<file path="src/common/reseq_gpio_regs.vh">
// constants for the fault resequencing and pin control block
// assumes a 125 MHz system clock and no register bus
`ifndef RESEQ_GPIO_REGS_VH
`define RESEQ_GPIO_REGS_VH

`define NUM_RAILS 10
`define NUM_PINS 22
`define NUM_IN_ONLY 4
`define CLK_MHZ 125
`define STEP_MS 5
`define STEP_CYCLES (`STEP_MS * 1000 * `CLK_MHZ)
`define STABLE_MS 1000
`define STABLE_CYCLES (`STABLE_MS * 1000 * `CLK_MHZ)
`define MAX_RAIL_EN 10
`define MAX_GPI 8
`define MAX_GPO 10
`define MODE_OPEN_DRAIN 2'h0
`define MODE_PUSH_HIGH 2'h1
`define MODE_PUSH_LOW 2'h2
`define FUNC_NONE 2'h0
`define FUNC_RAIL_EN 2'h1
`define FUNC_INPUT 2'h2
`define FUNC_OUTPUT 2'h3
`define ATTEMPT_RESET 3'h0

`endif

</file>
<file path="src/hdl/pin_bank.v">
// general purpose pin bank: per-pin function, output mode and source select
// assumes pin levels from pads are already synchronised by the caller
`timescale 1ns/1ps
`include "reseq_gpio_regs.vh"

module pin_bank (
	// clock and reset
	input wire sys_clk_in,
	input wire rst_in,
	// configuration
	input wire [2*`NUM_PINS-1:0] pin_func_in,
	input wire [2*`NUM_PINS-1:0] pin_mode_in,
	input wire [`NUM_PINS-1:0] pin_use_logic_in,
	input wire [`NUM_PINS-1:0] host_level_in,
	input wire [`NUM_PINS-1:0] logic_level_in,
	input wire [`NUM_PINS-1:0] rail_en_level_in,
	// pad side
	output reg [`NUM_PINS-1:0] pin_out,
	output reg [`NUM_PINS-1:0] pin_oe_out,
	// count check
	output reg config_error_out
);
	reg [4:0] n_en;
	reg [4:0] n_in;
	reg [4:0] n_out;
	integer k;

	// per-function counts, too many of one kind is a config error
	always @* begin
		n_en = 5'h0;
		n_in = 5'h0;
		n_out = 5'h0;
		for (k = 0; k < `NUM_PINS; k = k + 1) begin
			if (pin_func_in[2*k +: 2] == `FUNC_RAIL_EN) n_en = n_en + 5'h1;
			if (pin_func_in[2*k +: 2] == `FUNC_INPUT) n_in = n_in + 5'h1;
			if (pin_func_in[2*k +: 2] == `FUNC_OUTPUT) n_out = n_out + 5'h1;
		end
	end

	genvar g;
	generate
		for (g = 0; g < `NUM_PINS; g = g + 1) begin : pin_gen
			wire [1:0] func = pin_func_in[2*g +: 2];
			wire [1:0] mode = pin_mode_in[2*g +: 2];
			// output source: host or boolean block, enables from sequencer
			wire lvl = (func == `FUNC_RAIL_EN) ? rail_en_level_in[g] :
				(pin_use_logic_in[g] ? logic_level_in[g] : host_level_in[g]);
			wire drives = (func == `FUNC_RAIL_EN) || (func == `FUNC_OUTPUT);
			// open drain only pulls low, else release the line
			always @(posedge sys_clk_in) begin
				if (rst_in) begin
					pin_out[g] <= 1'b0;
					pin_oe_out[g] <= 1'b0;
				end else if (!drives) begin
					pin_out[g] <= 1'b0;
					pin_oe_out[g] <= 1'b0;
				end else if (mode == `MODE_OPEN_DRAIN) begin
					pin_out[g] <= 1'b0;
					pin_oe_out[g] <= ~lvl;
				end else begin
					pin_out[g] <= lvl;
					pin_oe_out[g] <= 1'b1;
				end
			end
		end
	endgenerate

	// register the limit check so it is glitch free
	always @(posedge sys_clk_in) begin
		if (rst_in)
			config_error_out <= 1'b0;
		else
			config_error_out <= (n_en > `MAX_RAIL_EN) || (n_in > `MAX_GPI) ||
				(n_out > `MAX_GPO);
	end
endmodule // pin_bank

</file>
<file path="src/hdl/reseq_ctrl.v">
// resequence controller: shuts rail sets off, waits, sequences them back on
// assumes rail fault, power-good and below-12.5 percent flags are clocked
// here already; pin levels come from pads and are synchronised below
`timescale 1ns/1ps
`include "reseq_gpio_regs.vh"

module reseq_ctrl #(
	parameter STEP_CYCLES = `STEP_CYCLES,
	parameter STABLE_CYCLES = `STABLE_CYCLES
) (
	// clock and reset
	input wire sys_clk_in,
	input wire rst_in,
	// rail status
	input wire [`NUM_RAILS-1:0] rail_fault_in,
	input wire [`NUM_RAILS-1:0] rail_reseq_cfg_in,
	input wire [`NUM_RAILS-1:0] retries_done_in,
	input wire [`NUM_RAILS-1:0] power_good_in,
	input wire [`NUM_RAILS-1:0] rail_low_in,
	input wire [`NUM_RAILS*`NUM_RAILS-1:0] slave_map_in,
	// host request
	input wire reseq_req_in,
	input wire [`NUM_RAILS-1:0] reseq_req_set_in,
	// configuration
	input wire [7:0] reseq_delay_in,
	input wire [1:0] max_attempts_in,
	input wire [7:0] turn_off_time_limit_in,
	input wire continue_on_warn_in,
	// sequencer handshake
	output reg [`NUM_RAILS-1:0] soft_off_out,
	output reg [`NUM_RAILS-1:0] seq_on_out,
	output reg turn_off_time_warning_out,
	output reg [2:0] attempt_count_out,
	output reg reseq_busy_out,
	output reg reseq_locked_out,
	// pins
	input wire [`NUM_PINS-1:0] pin_in,
	input wire [`NUM_IN_ONLY-1:0] in_only_pin_in,
	output wire [`NUM_PINS+`NUM_IN_ONLY-1:0] pin_level_out,
	input wire [2*`NUM_PINS-1:0] pin_func_in,
	input wire [2*`NUM_PINS-1:0] pin_mode_in,
	input wire [`NUM_PINS-1:0] pin_use_logic_in,
	input wire [`NUM_PINS-1:0] host_level_in,
	input wire [`NUM_PINS-1:0] logic_level_in,
	input wire [`NUM_PINS*4-1:0] pin_rail_in,
	output wire [`NUM_PINS-1:0] pin_out,
	output wire [`NUM_PINS-1:0] pin_oe_out,
	output wire pin_config_error_out
);
	localparam ST_IDLE = 2'h0;
	localparam ST_OFF = 2'h1;
	localparam ST_WAIT = 2'h2;
	localparam ST_ON = 2'h3;

	reg [1:0] state;
	reg [`NUM_RAILS-1:0] active_set;
	reg [`NUM_RAILS-1:0] new_set;
	reg [31:0] timer;
	reg [7:0] steps;
	reg [31:0] stable_timer;
	reg stable_watch;
	reg [`NUM_PINS+`NUM_IN_ONLY-1:0] pin_meta;
	reg [`NUM_PINS+`NUM_IN_ONLY-1:0] pin_sync;
	reg [`NUM_PINS-1:0] rail_en_level;
	integer i;
	integer p;

	// pad levels pass two flops before use as dependencies
	always @(posedge sys_clk_in) begin
		if (rst_in) begin
			pin_meta <= {(`NUM_PINS+`NUM_IN_ONLY){1'b0}};
			pin_sync <= {(`NUM_PINS+`NUM_IN_ONLY){1'b0}};
		end else begin
			pin_meta <= {in_only_pin_in, pin_in};
			pin_sync <= pin_meta;
		end
	end
	assign pin_level_out = pin_sync;

	// collect faulted rails plus their slaves; active rails masked while busy
	// the set is kept after success for the stability watch, so masking it
	// in idle would swallow a real fault during that second
	always @* begin
		new_set = {`NUM_RAILS{1'b0}};
		for (i = 0; i < `NUM_RAILS; i = i + 1) begin
			if (rail_fault_in[i] && rail_reseq_cfg_in[i] && retries_done_in[i]
				&& !(reseq_busy_out && active_set[i]))
				new_set = new_set | slave_map_in[i*`NUM_RAILS +: `NUM_RAILS] |
					(`NUM_RAILS'h1 << i);
		end
		if (reseq_req_in)
			new_set = new_set | reseq_req_set_in;
	end

	wire all_off = &(rail_low_in | ~active_set);
	wire all_good = &(power_good_in | ~active_set);
	wire exhausted = attempt_count_out > {1'b0, max_attempts_in};

	// main sequence
	always @(posedge sys_clk_in) begin
		if (rst_in) begin
			state <= ST_IDLE;
			active_set <= {`NUM_RAILS{1'b0}};
			timer <= 32'h0;
			steps <= 8'h0;
			soft_off_out <= {`NUM_RAILS{1'b0}};
			seq_on_out <= {`NUM_RAILS{1'b0}};
			turn_off_time_warning_out <= 1'b0;
			attempt_count_out <= `ATTEMPT_RESET;
			reseq_busy_out <= 1'b0;
			reseq_locked_out <= 1'b0;
			stable_watch <= 1'b0;
			stable_timer <= 32'h0;
		end else begin
			turn_off_time_warning_out <= 1'b0;
			case (state)
			ST_IDLE: begin
				if (new_set != {`NUM_RAILS{1'b0}} && !reseq_locked_out) begin
					active_set <= new_set;
					soft_off_out <= new_set;
					seq_on_out <= {`NUM_RAILS{1'b0}};
					reseq_busy_out <= 1'b1;
					stable_watch <= 1'b0;
					timer <= 32'h0;
					steps <= 8'h0;
					state <= ST_OFF;
				end
			end
			ST_OFF: begin
				// a set joining here is shut down with the first one
				active_set <= active_set | new_set;
				soft_off_out <= active_set | new_set;
				timer <= timer + 32'h1;
				if (timer == STEP_CYCLES - 1) begin
					timer <= 32'h0;
					steps <= steps + 8'h1;
				end
				if (all_off) begin
					timer <= 32'h0;
					steps <= 8'h0;
					state <= ST_WAIT;
				end else if (steps >= turn_off_time_limit_in && turn_off_time_limit_in != 8'h0) begin
					turn_off_time_warning_out <= 1'b1;
					steps <= 8'h0;
					if (!continue_on_warn_in) begin
						soft_off_out <= {`NUM_RAILS{1'b0}};
						active_set <= {`NUM_RAILS{1'b0}};
						reseq_busy_out <= 1'b0;
						state <= ST_IDLE;
					end
				end
			end
			ST_WAIT: begin
				// programmable delay in 5 ms steps before turning on
				timer <= timer + 32'h1;
				if (timer == STEP_CYCLES - 1) begin
					timer <= 32'h0;
					steps <= steps + 8'h1;
				end
				if (steps >= reseq_delay_in) begin
					soft_off_out <= {`NUM_RAILS{1'b0}};
					timer <= 32'h0;
					// a set arriving with no attempts left stays off
					if (exhausted || attempt_count_out == {1'b0, max_attempts_in} + 3'h1) begin
						reseq_locked_out <= 1'b1;
						reseq_busy_out <= 1'b0;
						state <= ST_IDLE;
					end else begin
						seq_on_out <= active_set;
						attempt_count_out <= attempt_count_out + 3'h1;
						state <= ST_ON;
					end
				end
			end
			default: begin
				// wait for regulation; a fresh fault retries the set
				if (all_good) begin
					seq_on_out <= {`NUM_RAILS{1'b0}};
					stable_watch <= 1'b1;
					stable_timer <= 32'h0;
					reseq_busy_out <= 1'b0;
					state <= ST_IDLE;
				end else if ((|(rail_fault_in & active_set)) || new_set != 0) begin
					if (exhausted || attempt_count_out == {1'b0, max_attempts_in} + 3'h1) begin
						reseq_locked_out <= 1'b1;
						reseq_busy_out <= 1'b0;
						seq_on_out <= {`NUM_RAILS{1'b0}};
						state <= ST_IDLE;
					end else begin
						active_set <= active_set | new_set;
						soft_off_out <= active_set | new_set;
						seq_on_out <= {`NUM_RAILS{1'b0}};
						steps <= 8'h0;
						state <= ST_OFF;
					end
				end
			end
			endcase
			// one second of clean regulation clears the counter
			if (stable_watch && state == ST_IDLE && !reseq_locked_out) begin
				if (!all_good) begin
					stable_timer <= 32'h0;
				end else if (stable_timer == STABLE_CYCLES - 1) begin
					// active set left alone: a start in this cycle owns it
					attempt_count_out <= `ATTEMPT_RESET;
					stable_watch <= 1'b0;
				end else begin
					stable_timer <= stable_timer + 32'h1;
				end
			end
		end
	end

	// enable level for pins assigned to a rail without a monitor input
	always @* begin
		for (p = 0; p < `NUM_PINS; p = p + 1)
			rail_en_level[p] = (pin_rail_in[4*p +: 4] < `NUM_RAILS) ?
				~soft_off_out[pin_rail_in[4*p +: 4]] : 1'b0;
	end

	pin_bank u_pins (
		.sys_clk_in(sys_clk_in),
		.rst_in(rst_in),
		.pin_func_in(pin_func_in),
		.pin_mode_in(pin_mode_in),
		.pin_use_logic_in(pin_use_logic_in),
		.host_level_in(host_level_in),
		.logic_level_in(logic_level_in),
		.rail_en_level_in(rail_en_level),
		.pin_out(pin_out),
		.pin_oe_out(pin_oe_out),
		.config_error_out(pin_config_error_out)
	);
endmodule // reseq_ctrl

</file>
<file path="config.mk">
export PLATFORM = sky130hd
export DESIGN_NAME = reseq_ctrl
export DESIGN_NICKNAME = d
export VERILOG_FILES = /design/src/hdl/pin_bank.v /design/src/hdl/reseq_ctrl.v
export VERILOG_INCLUDE_DIRS = /design/src /design/src/common
export SDC_FILE = /design/constraint.sdc
export NUM_CORES = 1
export LEC_CHECK = 0
export BUFFER_PORTS_ARGS = -buffer_cell sky130_fd_sc_hd__buf_2
export CAP_MARGIN = 15
export CELL_PAD_IN_SITES_DETAIL_PLACEMENT = 0
export CELL_PAD_IN_SITES_GLOBAL_PLACEMENT = 1
export CORE_AREA = 2 2 231 233
export DETAILED_ROUTE_END_ITERATION = 10
export DIE_AREA = 0 0 233 235
export PLACE_DENSITY_LB_ADDON = 0.1
export SETUP_SLACK_MARGIN = 0.5
export SLEW_MARGIN = 20
export SYNTH_ARGS = -nofsm -noshare
export SYNTH_HDL_FRONTEND = slang
export SYNTH_SLANG_ARGS = --single-unit
</file>
<file path="constraint.sdc">
create_clock -name sys_clk_in -period 14.25 [get_ports sys_clk_in]
set_clock_uncertainty 0.15 [all_clocks]
set_input_delay 0.7125 -clock sys_clk_in [delete_from_list [all_inputs] [get_ports sys_clk_in]]
set_output_delay 0.7125 -clock sys_clk_in [all_outputs]
set_load 0.01 [all_outputs]
</file>
==> metrics.txt, run 1 <==
# TYPE chip_impl_metric gauge
chip_impl_metric{name="port-buffer-count",unit=""} 536
chip_impl_metric{name="initial_antenna_violation_count",unit=""} 10
chip_impl_info{name="ys_dominant_reg_cell",value="dfxtp_1"} 1
chip_impl_metric{name="worst-endpoint-arrival",unit="ns"} 12.94
chip_impl_metric{name="fin_tns_setup",unit="ns"} 0
chip_impl_metric{name="postSynth.asyncResetShare",unit=""} 0
chip_impl_metric{name="crit_fanout",unit=""} 8
chip_impl_metric{name="cts_made_buffers",unit=""} 26
chip_impl_metric{name="postCtsSetupRepairBufs",unit=""} 0
chip_impl_metric{name="drt_pre_antenna_iters",unit=""} 5
chip_impl_metric{name="finalCritPeriodShare",unit=""} 0.892
chip_impl_metric{name="area_of_the_mapped_netlist",unit="mm²"} 0.0202
chip_impl_info{name="synthDominantAreaCellType",value="dfxtp_1"} 1
chip_impl_metric{name="cts_hold_repair.buffers",unit=""} 0
chip_impl_metric{name="timing.critical_path.required",unit="ns"} 14.48
chip_impl_metric{name="std_cell_rows",unit=""} 84
chip_impl_metric{name="fin_cells",unit=""} 3764
chip_impl_metric{name="area_growth",unit="%"} 21.0
chip_impl_metric{name="start_util",unit=""} 0.387
chip_impl_info{name="synth_top_cells_by_area",value="dfxtp_1 21%, xnor2_1 7.5%, ha_1 5.4%"} 1
chip_impl_metric{name="relative_max_transition_margin",unit=""} 0.245
chip_impl_metric{name="floorplan.io_pins",unit=""} 547
chip_impl_metric{name="netlist.area_leader.share",unit=""} 0.206
chip_impl_metric{name="clk_sink_count",unit=""} 208
chip_impl_metric{name="finalHoldViolCount",unit=""} 0
chip_impl_metric{name="postSynthCellCount",unit=""} 2583
chip_impl_metric{name="dieWidth",unit="µm"} 233
chip_impl_metric{name="finalSetupViolations",unit=""} 0
chip_impl_metric{name="seqCellArea",unit="mm²"} 0.00416
chip_impl_metric{name="critical-path-max-stage-delay",unit="ns"} 0.43
chip_impl_metric{name="fill_cells",unit=""} 5205
chip_impl_metric{name="drt_wl_total",unit="µm"} 75200
chip_impl_metric{name="power.density",unit="mW/mm²"} 148
chip_impl_metric{name="ys_seq_area_frac",unit=""} 0.206
chip_impl_metric{name="num_vias",unit=""} 21200
chip_impl_metric{name="synth_warnings",unit=""} 0
chip_impl_info{name="startpoint_type",value="primary input"} 1
chip_impl_metric{name="gp_congestion",unit=""} 1.01
chip_impl_metric{name="p_leak",unit="nW"} 10.4
chip_impl_metric{name="worst_skew_pair.late_latency",unit="ns"} 0.55
chip_impl_metric{name="post-dp-hpwl",unit="µm"} 61900
chip_impl_metric{name="setup_ws",unit="ns"} 1.53
chip_impl_metric{name="drive_gt1_frac",unit=""} 0.233
chip_impl_info{name="cpMostUsedCell",value="ha_1"} 1
chip_impl_metric{name="globalRoute.totalOverflow",unit=""} 0
chip_impl_metric{name="finalWorstPathRequiredPeriod",unit="ns"} 12.72
chip_impl_metric{name="drt_drc_violations_left",unit=""} 0
chip_impl_info{name="crit_path_top_delay_cell",value="ha_1"} 1
chip_impl_metric{name="count_of_flip_flops_with_a_built_in_enable_after_synthesis",unit=""} 0
chip_impl_metric{name="routedWlPerCell",unit="µm"} 20.0
chip_impl_metric{name="viasPerCell",unit=""} 5.62
chip_impl_metric{name="clock_tree.htree_level_count",unit=""} 1
chip_impl_info{name="outcome",value="complete, no violations"} 1
chip_impl_metric{name="gr-usage-all-layers",unit=""} 0.262
chip_impl_metric{name="grtUsageMet2",unit=""} 0.490
chip_impl_metric{name="dpl_worst_slack",unit="ns"} 0.668
chip_impl_metric{name="synth_cell_type_count",unit=""} 94
chip_impl_metric{name="gr-usage-met1",unit=""} 0.305
chip_impl_metric{name="r2r_slack",unit="ns"} 9.33
chip_impl_metric{name="worst_ir_drop_on_vdd",unit="V"} 0.0000845
chip_impl_info{name="clock_tree_from_tritoncts",value="built"} 1
chip_impl_metric{name="number_of_global_route_vias_before_repair",unit=""} 20400
chip_impl_metric{name="nets",unit=""} 3588
chip_impl_metric{name="met3_usage",unit=""} 0.0396
chip_impl_metric{name="drt_first_iter_violations",unit=""} 1218
chip_impl_metric{name="core_region_area",unit="mm²"} 0.0522
chip_impl_metric{name="synth_fp_nets",unit=""} 3120
chip_impl_info{name="hold_path_class",value="primary input to register"} 1
chip_impl_metric{name="max_clock_freq",unit="MHz"} 78.6
chip_impl_metric{name="tightestPinTransition",unit="ns"} 1.13
chip_impl_metric{name="clock_tree.buffer_depth",unit=""} 3
chip_impl_metric{name="placedCellCount",unit=""} 3711
chip_impl_metric{name="grt_first_pass_wirelength",unit="µm"} 114000
chip_impl_info{name="crit_type",value="primary input to register"} 1
chip_impl_metric{name="post-layout-total-power",unit="mW"} 3.60
chip_impl_metric{name="postSynthAreaPerCell",unit="µm²"} 7.82
chip_impl_info{name="clk_root_buffer_cell",value="clkbuf_16"} 1
chip_impl_metric{name="die_y",unit="µm"} 235
chip_impl_info{name="rsz0062_at_grt",value="false"} 1
chip_impl_info{name="worst_setup_path_end_kind",value="register"} 1
chip_impl_info{name="busiest_layer",value="met2"} 1
chip_impl_metric{name="clk_pin_slew_worst_paths",unit="ns"} 0.06
chip_impl_metric{name="grt_start_max_net_pins",unit=""} 50
chip_impl_metric{name="timing.max_cap.violations",unit=""} 0
chip_impl_metric{name="drv_slew",unit=""} 0
chip_impl_metric{name="postCtsResizedCells",unit=""} 0
chip_impl_metric{name="multiInputGateArea",unit="mm²"} 0.0152
chip_impl_metric{name="die_area",unit="mm²"} 0.0548
chip_impl_metric{name="post_synthesis_sequential_element_count",unit=""} 208
chip_impl_metric{name="final_antenna_net_count",unit=""} 0
[final cells by class]
type | instances | share of cell area
multi-input cells | 2165 | 0.623
diodes | 5 | 0.000512
repair buffers | 554 | 0.115
clock buffers | 37 | 0.0325
clock inverters | 11 | 0.00794
flip-flops and latches | 208 | 0.170
well taps | 688 | 0.0352
inverters | 96 | 0.0147
[where the power goes]
| group | switching, mW | internal, mW | leakage [nW] | total (mW) |
|---|---|---|---|---|
| clock network | 0.274 | 0.478 | 0.484 | 0.752 |
| logic | 1.25 | 0.921 | 8.17 | 2.17 |
| registers | 0.0589 | 0.624 | 1.70 | 0.683 |
| total | 1.58 | 2.02 | 10.4 | 3.60 |
[synthesized netlist by cell type (13+ instances only)]
cell      count
nor2_1      253
nand2_1     246
dfxtp_1     208
xnor2_1     174
a21oi_1     133
nor2b_1     120
nand3_1     111
o21ai_0     107
inv_1        94
ha_1         87
clkbuf_1     82
xor2_1       77
and3_1       70
a211oi_1     63
nor3_1       63
nand2b_1     62
a31oi_1      51
mux4_2       44
mux2i_1      38
a221oi_1     37
nand4_1      30
o22ai_1      29
o21a_1       27
and2_1       24
a22o_1       22
buf_2        18
nor4_1       18
o211ai_1     16
or3_1        16
xnor2_2      15
nand3b_1     14
nor3b_1      14
o31ai_1      13
[routing by layer]
metal  up-vias  share of wire
li1      10300              -
met1     10100           0.40
met2       657           0.52
met3       122          0.052
met4        12          0.028
met5         -         0.0011
[kinds of logic (layout without fill, tap and decap cells)]
group,after synthesis,after routing,synth area share
AOI/OAI and AO/OA,607,607,0.202
xor gates and xnor gates,293,293,0.153
adders and majority gates,90,90,0.0554
buffers and inverters,210,698,0.0421
DFF,208,208,0.206
muxes,90,90,0.0724
other,0,5,0
and+or+nand+nor,1085,1085,0.269
[final timing paths]
kind | to | from | depth (start not counted)
max | u_pins.config_error_out | pin_func_in[2] | 63
min | pin_meta[20] | pin_in[20] | 2
max reg2reg | steps[7] | reseq_busy_out | 14
min reg2reg | pin_level_out[0] | pin_meta[0] | 1
[per-stage QoR]
| stage | hold slack (ns) | util | area [µm²] |
|---|---|---|---|
| 2_1_floorplan | 0.264 | - | 20200 |
| 5_1_grt | 0.223 | 0.468 | 24400 |
| 3_3_place_gp | 0.269 | 0.448 | 23400 |
| 3_5_place_dp | 0.276 | 0.448 | 23400 |
| 4_1_cts | 0.207 | 0.467 | 24400 |
| 6_report | 0.231 | 0.468 | 24400 |
[registers in the layout (all words and copies together), names as in the netlist]
name                       flops
active_set                    10
attempt_count_out              3
pin_level_out                 26
pin_meta                      26
reseq_busy_out                 1
reseq_locked_out               1
seq_on_out                    10
soft_off_out                  10
stable_timer                  32
stable_watch                   1
state                          2
steps                          8
timer                         32
turn_off_time_warning_out      1
u_pins.config_error_out        1
u_pins.pin_oe_out             22
u_pins.pin_out                22
[cells in the final DEF (no fill, tap or decap), drive strengths merged, types with 70 or more instances in the layout]
cell type	count
xnor2	195
a21oi	133
xor2	78
dfxtp	208
o21ai	111
ha	87
nand3	112
buf	554
inv	97
nand2	246
and3	70
nor2	253
nor2b	120
[worst max-delay path: cells and delay by family]
family / cells / cell delay (ns)
compound gates: 24 / 4.61
buf+inv: 6 / 0.60
simple gates: 9 / 1.10
mux: 2 / 0.46
fa+ha+maj: 12 / 3.78
xor+xnor: 10 / 1.68
No activity file was read; power rests on OpenSTA's default activity.
==> inputs of run 2 (changes only) <==
Clock period 14.25 ns to 12.91 ns, I/O delays scaled along.
==> run 2 against run 1 <==
  * Clock power is 8.9% higher
  * Die area did not move
  * Critical path depth decreased by 7
  * Hold slack worse by 0.079 ns
  * Flip-flop and latch count did not move
  * Count of clock-buffer cells in the layout down 4
  * Setup slack got worse by 0.30 ns
  * Sequential share of layout area decreased by 0.28 points
  * Global-route usage rose by 0.53 points
  * Combinational power up 15%
  * Largest power group unchanged
  * Highest routed layer unchanged
==> metrics.txt, run 2 (synthesis gave the netlist of run 1 again) <==
# TYPE chip_impl_metric gauge
chip_impl_metric{name="gr-usage-all-layers",unit=""} 0.268
chip_impl_metric{name="p_int",unit="mW"} 2.29
chip_impl_metric{name="finalWorstPathRequiredPeriod",unit="ns"} 11.68
chip_impl_info{name="rsz0062_at_grt",value="false"} 1
chip_impl_metric{name="grt_first_pass_wirelength",unit="µm"} 116000
chip_impl_info{name="final_cell_mix",value="535 x buf_2, 251 x nor2_1, 246 x nand2_1, 208 x dfxtp_1, 168 x xnor2_1"} 1
chip_impl_metric{name="worst-endpoint-arrival",unit="ns"} 11.94
chip_impl_metric{name="p_leak",unit="nW"} 10.5
chip_impl_metric{name="timing.critical_path.required",unit="ns"} 13.17
chip_impl_metric{name="register_share_of_total_power",unit=""} 0.185
chip_impl_metric{name="utilization",unit=""} 0.476
chip_impl_info{name="startpoint_type",value="primary input"} 1
chip_impl_metric{name="met3_usage",unit=""} 0.0424
chip_impl_info{name="outcome",value="complete, no violations"} 1
chip_impl_metric{name="post_dp_cell_area",unit="mm²"} 0.0235
chip_impl_metric{name="cts_made_buffers",unit=""} 26
chip_impl_metric{name="start_util",unit=""} 0.387
chip_impl_metric{name="net_switching_fraction_of_the_power",unit=""} 0.438
chip_impl_info{name="busiest_layer",value="met2"} 1
chip_impl_metric{name="die_area",unit="mm²"} 0.0548
chip_impl_metric{name="post-dp-hpwl",unit="µm"} 62400
chip_impl_info{name="crit_type",value="primary input to register"} 1
chip_impl_metric{name="clock_tree.buffer_depth",unit=""} 3
chip_impl_metric{name="std_cell_rows",unit=""} 84
chip_impl_metric{name="drt_drc_violations_left",unit=""} 0
chip_impl_info{name="cpMostUsedCell",value="ha_1"} 1
chip_impl_info{name="hold_path_class",value="primary input to register"} 1
chip_impl_metric{name="max_clock_freq",unit="MHz"} 85.6
chip_impl_metric{name="drive_gt1_frac",unit=""} 0.252
chip_impl_metric{name="share_of_total_power_in_combinational_logic",unit=""} 0.613
chip_impl_info{name="largestRegisters",value="stable_timer x32, timer x32"} 1
chip_impl_metric{name="timing.max_cap.violations",unit=""} 0
chip_impl_metric{name="crit_fanout",unit=""} 8
chip_impl_metric{name="worst_ir_drop_on_vdd",unit="V"} 0.000110
chip_impl_metric{name="tightestPinTransition",unit="ns"} 1.10
chip_impl_info{name="worst_setup_path_end_kind",value="register"} 1
chip_impl_metric{name="power.density",unit="mW/mm²"} 164
chip_impl_metric{name="drt_pre_antenna_iters",unit=""} 5
chip_impl_metric{name="clk_pin_slew_worst_paths",unit="ns"} 0.07
chip_impl_metric{name="grtUsageMet2",unit=""} 0.492
chip_impl_metric{name="routedWlPerCell",unit="µm"} 20.0
chip_impl_metric{name="critical-path-max-stage-delay",unit="ns"} 0.41
chip_impl_metric{name="finalCritPeriodShare",unit=""} 0.905
chip_impl_info{name="final_common_cell",value="buf_2"} 1
chip_impl_metric{name="grt_start_max_net_pins",unit=""} 50
chip_impl_metric{name="globalRoute.totalOverflow",unit=""} 0
chip_impl_info{name="crit_path_top_delay_cell",value="xnor3_1"} 1
chip_impl_metric{name="clk_sink_count",unit=""} 208
chip_impl_metric{name="drt_wl_total",unit="µm"} 75700
chip_impl_info{name="clk_root_buffer_cell",value="clkbuf_16"} 1
chip_impl_metric{name="final_area",unit="mm²"} 0.0248
chip_impl_metric{name="post-layout-total-power",unit="mW"} 4.07
chip_impl_metric{name="drt_first_iter_violations",unit=""} 1131
chip_impl_metric{name="clock_tree.htree_level_count",unit=""} 1
chip_impl_metric{name="final_antenna_net_count",unit=""} 0
chip_impl_info{name="clock_tree_from_tritoncts",value="built"} 1
chip_impl_metric{name="finalHoldViolCount",unit=""} 0
chip_impl_metric{name="gr-usage-met1",unit=""} 0.311
chip_impl_metric{name="fin_cells",unit=""} 3791
chip_impl_metric{name="fill_cells",unit=""} 5258
chip_impl_metric{name="worst_skew_pair.late_latency",unit="ns"} 0.55
chip_impl_metric{name="share_of_total_power_in_the_clock_network",unit=""} 0.201
chip_impl_metric{name="nets",unit=""} 3615
chip_impl_metric{name="core_region_area",unit="mm²"} 0.0522
chip_impl_metric{name="gp_congestion",unit=""} 0.989
chip_impl_metric{name="area_growth",unit="%"} 23.0
chip_impl_metric{name="finalSetupViolations",unit=""} 0
chip_impl_metric{name="placedCellCount",unit=""} 3727
chip_impl_metric{name="die_y",unit="µm"} 235
chip_impl_metric{name="viasPerCell",unit=""} 5.58
chip_impl_metric{name="num_vias",unit=""} 21100
chip_impl_metric{name="port-buffer-count",unit=""} 536
chip_impl_metric{name="total_switching_power",unit="mW"} 1.78
chip_impl_metric{name="relative_max_transition_margin",unit=""} 0.264
chip_impl_metric{name="initial_antenna_violation_count",unit=""} 13
chip_impl_metric{name="number_of_global_route_vias_before_repair",unit=""} 21000
chip_impl_metric{name="fin_tns_setup",unit="ns"} 0
chip_impl_metric{name="floorplan.io_pins",unit=""} 547
chip_impl_metric{name="drv_slew",unit=""} 0
chip_impl_metric{name="dieWidth",unit="µm"} 233
chip_impl_metric{name="cts_hold_repair.buffers",unit=""} 0
[run 2: cell types whose count changed in the layout (fill, tap and decap cells not counted), moves of 3 or more]
cell and delta:
xnor2_2 +4, a21oi_1 -3, ha_4 +3, clkbuf_8 -3, o21ai_2 +3, xnor2_1 -5
o21ai_0 -3, clkinv_2 +4, ha_1 -4, buf_4 +27
[run 2: repair_timing]
| item | CTS | global route |
|---|---|---|
| gates resized for setup | 0 | 52 |
| setup buffers | 0 | 11 |
| setup endpoints to repair | 0 | 1 |
[run 2: area by class of cell]
cell class,count,area [µm²],area share
Antenna cell,5,12.5,0.000504
Clock buffer,33,748,0.0301
Clock inverter,15,218,0.00876
Inverter,96,363,0.0146
Multi-Input combinational cell,2165,15500,0.622
Sequential cell,208,4160,0.168
Tap cell,688,861,0.0346
Timing Repair Buffer,581,3020,0.122
[run 2: layer usage]
layer | share of wire | up-vias
li1 | - | 10400
met1 | 0.40 | 9982
met2 | 0.51 | 617
met3 | 0.052 | 134
met4 | 0.035 | 16
met5 | 0.0013 | -
[run 2: worst paths after layout]
path | startpoint | to | cells past startpoint | slack, ns
max reg2reg | reseq_busy_out | steps[7] | 14 | 7.97
min reg2reg | pin_meta[20] | pin_level_out[20] | 1 | 0.29
min | in_only_pin_in[1] | pin_meta[23] | 2 | 0.15
max | pin_func_in[0] | u_pins.config_error_out | 56 | 1.23
[run 2: worst max-delay path, delay by kind of cell]
family | cells | cell delay (ns)
adder cells (fa/ha/maj) | 11 | 3.30
AO/OA/AOI/OAI | 17 | 3.19
AND/OR/NAND/NOR | 14 | 2.18
XOR/XNOR | 6 | 1.30
multiplexers | 5 | 0.97
buffers and inverters | 3 | 0.34
[run 2: through the flow]
step                      hold slack [ns]  setup WS (ns)
after floorplan                     0.264          0.772
after global routing                0.132          0.469
after global placement              0.270          0.372
after detailed placement            0.272         0.0419
after CTS                           0.122          0.614
final                               0.151           1.23
[run 2: power groups by stage]
stage | Combinational [mW] | Clock (mW) | Sequential [mW]
6_report | 2.49 | 0.819 | 0.754
5_1_grt | 2.77 | 0.862 | 0.759
4_1_cts | 2.41 | 0.836 | 0.751
3_5_place_dp | 2.40 | 0 | 0.765
3_3_place_gp | 2.36 | 0 | 0.761
2_1_floorplan | 1.82 | 0 | 0.743
==> inputs of run 3 (changes only) <==
Settings changed: CORE_AREA 2 2 231 233 to 2 2 213 257, DIE_AREA 0 0 233 235 to 0 0 215 259, SYNTH_HIERARCHICAL set to 1.
==> run 3 against run 2 <==
  * Maximum frequency fell by 0.37%
  * Largest power group unchanged
  * Total power rose by 6.3%
  * Utilization rose by 0.40 points
  * Flip-flop and latch count did not move
  * Setup slack got worse by 0.043 ns
  * Sequential share of layout area fell by 0.47 points
  * Final cell count rose by 3.9%
  * Die area rose by 1.7%
  * Cell area rose by 2.9%
  * Register-to-register slack got worse by 0.43 ns
  * Wire length rose by 5.0%
  * Via count rose by 6.6%
==> metrics.txt, run 3 <==
# TYPE chip_impl_metric gauge
chip_impl_metric{name="gp_congestion",unit=""} 0.915
chip_impl_metric{name="postSynthAreaPerCell",unit="µm²"} 7.74
chip_impl_metric{name="synth_fp_nets",unit=""} 3253
chip_impl_metric{name="postSynth.asyncResetShare",unit=""} 0
chip_impl_metric{name="postSynthCellCount",unit=""} 2716
chip_impl_metric{name="worst_ir_drop_on_vdd",unit="V"} 0.0000915
chip_impl_metric{name="gr-usage-all-layers",unit=""} 0.269
chip_impl_metric{name="clk_sink_count",unit=""} 208
chip_impl_metric{name="number_of_global_route_vias_before_repair",unit=""} 22200
chip_impl_metric{name="finalHoldViolCount",unit=""} 0
chip_impl_info{name="cpMostUsedCell",value="ha_1"} 1
chip_impl_metric{name="dieWidth",unit="µm"} 215
chip_impl_metric{name="synth.mux.area_fraction",unit=""} 0.0776
chip_impl_metric{name="fin_cells",unit=""} 3940
chip_impl_metric{name="core_region_area",unit="mm²"} 0.0533
chip_impl_metric{name="clock_tree.buffer_depth",unit=""} 3
chip_impl_info{name="outcome",value="complete, no violations"} 1
chip_impl_metric{name="max_clock_freq",unit="MHz"} 85.3
chip_impl_metric{name="initial_antenna_violation_count",unit=""} 9
chip_impl_metric{name="grt_first_pass_wirelength",unit="µm"} 121000
chip_impl_metric{name="power.density",unit="mW/mm²"} 169
chip_impl_metric{name="synth_cell_type_count",unit=""} 106
chip_impl_metric{name="cts_made_buffers",unit=""} 25
chip_impl_metric{name="std_cell_rows",unit=""} 93
chip_impl_metric{name="drt_pre_antenna_iters",unit=""} 6
chip_impl_info{name="final_cell_mix",value="535 x buf_2, 292 x nand2_1, 278 x nor2_1, 208 x dfxtp_1, 181 x xnor2_1"} 1
chip_impl_metric{name="worst_skew_pair.late_latency",unit="ns"} 0.57
chip_impl_metric{name="die_area",unit="mm²"} 0.0557
chip_impl_info{name="final_common_cell",value="buf_2"} 1
chip_impl_metric{name="nets",unit=""} 3739
chip_impl_metric{name="post_synth_fa_ha_maj_area_fraction",unit=""} 0.0527
chip_impl_metric{name="clock_tree.htree_level_count",unit=""} 1
chip_impl_info{name="hold_path_class",value="primary input to register"} 1
chip_impl_metric{name="grt_start_max_net_pins",unit=""} 54
chip_impl_metric{name="start_util",unit=""} 0.394
chip_impl_info{name="rsz0062_at_grt",value="false"} 1
chip_impl_metric{name="hold_slack",unit="ns"} 0.142
chip_impl_metric{name="post_synthesis_sequential_element_count",unit=""} 208
chip_impl_metric{name="area_growth",unit="%"} 21.6
chip_impl_info{name="synth_top_cells_by_area",value="dfxtp_1 20%, xnor2_1 7.7%, nand2_1 5.2%"} 1
chip_impl_metric{name="count_of_flip_flops_with_a_built_in_enable_after_synthesis",unit=""} 0
chip_impl_metric{name="cts_hold_repair.buffers",unit=""} 0
chip_impl_metric{name="clk_pin_slew_worst_paths",unit="ns"} 0.07
chip_impl_metric{name="timing.critical_path.required",unit="ns"} 13.19
chip_impl_metric{name="area_of_the_mapped_netlist",unit="mm²"} 0.0210
chip_impl_metric{name="finalWorstPathRequiredPeriod",unit="ns"} 11.72
chip_impl_metric{name="synth_compound_area_frac",unit=""} 0.190
chip_impl_metric{name="worst-endpoint-arrival",unit="ns"} 12.01
chip_impl_metric{name="routedWlPerCell",unit="µm"} 20.2
chip_impl_metric{name="placedCellCount",unit=""} 3871
chip_impl_metric{name="synth_warnings",unit=""} 6
chip_impl_metric{name="globalRoute.totalOverflow",unit=""} 0
chip_impl_metric{name="die_y",unit="µm"} 259
chip_impl_info{name="crit_type",value="primary input to register"} 1
chip_impl_metric{name="post-dp-hpwl",unit="µm"} 62700
chip_impl_info{name="clk_root_buffer_cell",value="clkbuf_16"} 1
chip_impl_metric{name="floorplan.io_pins",unit=""} 547
chip_impl_info{name="startpoint_type",value="primary input"} 1
chip_impl_metric{name="relative_max_transition_margin",unit=""} 0.277
chip_impl_metric{name="netlist.area_leader.share",unit=""} 0.198
chip_impl_metric{name="critical-path-max-stage-delay",unit="ns"} 0.72
chip_impl_metric{name="timing.max_cap.violations",unit=""} 0
chip_impl_metric{name="synth_xor_area_frac",unit=""} 0.134
chip_impl_metric{name="ys_seq_area_frac",unit=""} 0.198
chip_impl_metric{name="drt_wl_total",unit="µm"} 79500
chip_impl_metric{name="drv_slew",unit=""} 0
chip_impl_info{name="top_cells_by_count_synth",value="292 x nand2_1, 281 x nor2_1, 208 x dfxtp_1, 184 x xnor2_1, 146 x a21oi_1"} 1
chip_impl_metric{name="area_share_of_and_or_nand_nor_cells_after_synthesis",unit=""} 0.307
chip_impl_info{name="crit_path_max_delay_family",value="compound AO/OA/AOI/OAI gates"} 1
chip_impl_metric{name="p_leak",unit="nW"} 10.8
chip_impl_metric{name="tightestPinTransition",unit="ns"} 1.07
chip_impl_metric{name="final_antenna_net_count",unit=""} 0
chip_impl_info{name="synth_top_family_by_area",value="simple AND/OR/NAND/NOR gates"} 1
chip_impl_metric{name="fin_tns_setup",unit="ns"} 0
chip_impl_metric{name="drt_first_iter_violations",unit=""} 1317
chip_impl_info{name="ys_dominant_reg_cell",value="dfxtp_1"} 1
chip_impl_metric{name="finalSetupViolations",unit=""} 0
chip_impl_info{name="synthDominantAreaCellType",value="dfxtp_1"} 1
chip_impl_metric{name="port-buffer-count",unit=""} 536
chip_impl_metric{name="drive_gt1_frac",unit=""} 0.243
chip_impl_metric{name="drt_drc_violations_left",unit=""} 0
chip_impl_metric{name="num_vias",unit=""} 22500
chip_impl_metric{name="path_buf_inv",unit=""} 1
chip_impl_info{name="crit_path_top_delay_cell",value="nor4bb_1"} 1
chip_impl_info{name="clock_tree_from_tritoncts",value="built"} 1
chip_impl_info{name="synth.most_common_cell",value="nand2_1"} 1
chip_impl_info{name="worst_setup_path_end_kind",value="register"} 1
chip_impl_metric{name="crit_fanout",unit=""} 9
chip_impl_metric{name="viasPerCell",unit=""} 5.72
chip_impl_info{name="largestRegisters",value="stable_timer x32, timer x32"} 1
chip_impl_metric{name="finalCritPeriodShare",unit=""} 0.908
==> run 3: cell count changes after synthesis, sizes merged, moves of 19 or more <==
cell / delta
nor3: +34
nor2: +28
nand2: +46
xor2: -27
a31oi: -27
a221oi: -21
a211oi: -22
and2: +33
a22o: -19
==> run 3: cell type report <==
class	count	area [µm²]
fill	5493	27700
multi-input combinational	2300	16200
sequential	208	4160
timing repair buffer	589	3080
tap	712	891
clock buffer	28	667
inverter	78	293
clock inverter	18	272
antenna	7	17.5
==> run 3: repair_timing <==
item,CTS,global route
endpoints found under the hold margin,0,0
gates resized for setup,0,41
endpoints found under the setup margin,0,1
setup buffers,0,15
==> run 3: cells by family (layout without fill, tap and decap cells) <==
group           after synthesis  after routing
buf+inv                     208            713
other cells                   0              7
compound gates              575            575
fa+ha+maj                    89             89
simple gates               1261           1261
mux                         107            107
xor+xnor                    268            268
flops                       208            208
==> run 3: final timing paths <==
path | from | end | slack [ns] | depth (start not counted)
hold / removal | pin_in[2] | pin_meta[2] | 0.14 | 2
setup reg to reg | reseq_busy_out | soft_off_out[4] | 7.54 | 11
setup / recovery | pin_func_in[2] | u_pins/config_error_out | 1.19 | 58
hold reg to reg | pin_meta[4] | pin_level_out[4] | 0.28 | 1
==> run 3: where the power goes <==
part           leakage, nW  internal (mW)  switching, mW  total [mW]
Sequential            1.70          0.691         0.0689       0.759
Combinational         8.65           1.17           1.59        2.76
Clock                0.449          0.495          0.312       0.807
==> run 3: worst reg2reg max path: stages, from the launching register on <==
cell and delay, ns:
dfxtp_1 0.71, a21boi_1 0.44, and3_1 0.32, a2111oi_0 0.63
nand3_1 0.35, or4_4 0.54, o41ai_4 0.50, buf_4 0.30
buf_4 0.45, nor3_2 0.23, o21ai_2 0.37, mux2i_1 0.30
==> run 3: through the flow <==
step / total power, mW / cell area [µm²] / setup slack [ns] / util
floorplan: 2.75 / 21000 / 1.26 / -
global placement: 3.37 / 24300 / 0.318 / 0.456
detailed placement: 3.42 / 24300 / 0.123 / 0.456
CTS: 4.25 / 25300 / 0.679 / 0.474
global route: 4.64 / 25600 / 0.474 / 0.480
finish: 4.32 / 25600 / 1.19 / 0.480
==> run 3: per-layer routing <==
layer,routed length [µm],part of all wire,vias up,track usage
li1,-,-,10900,-
met5,18,0.00023,-,0
met4,2670,0.034,4,0.0967
met3,3990,0.050,165,0.0305
met1,32000,0.40,10800,0.316
met2,40800,0.51,706,0.503
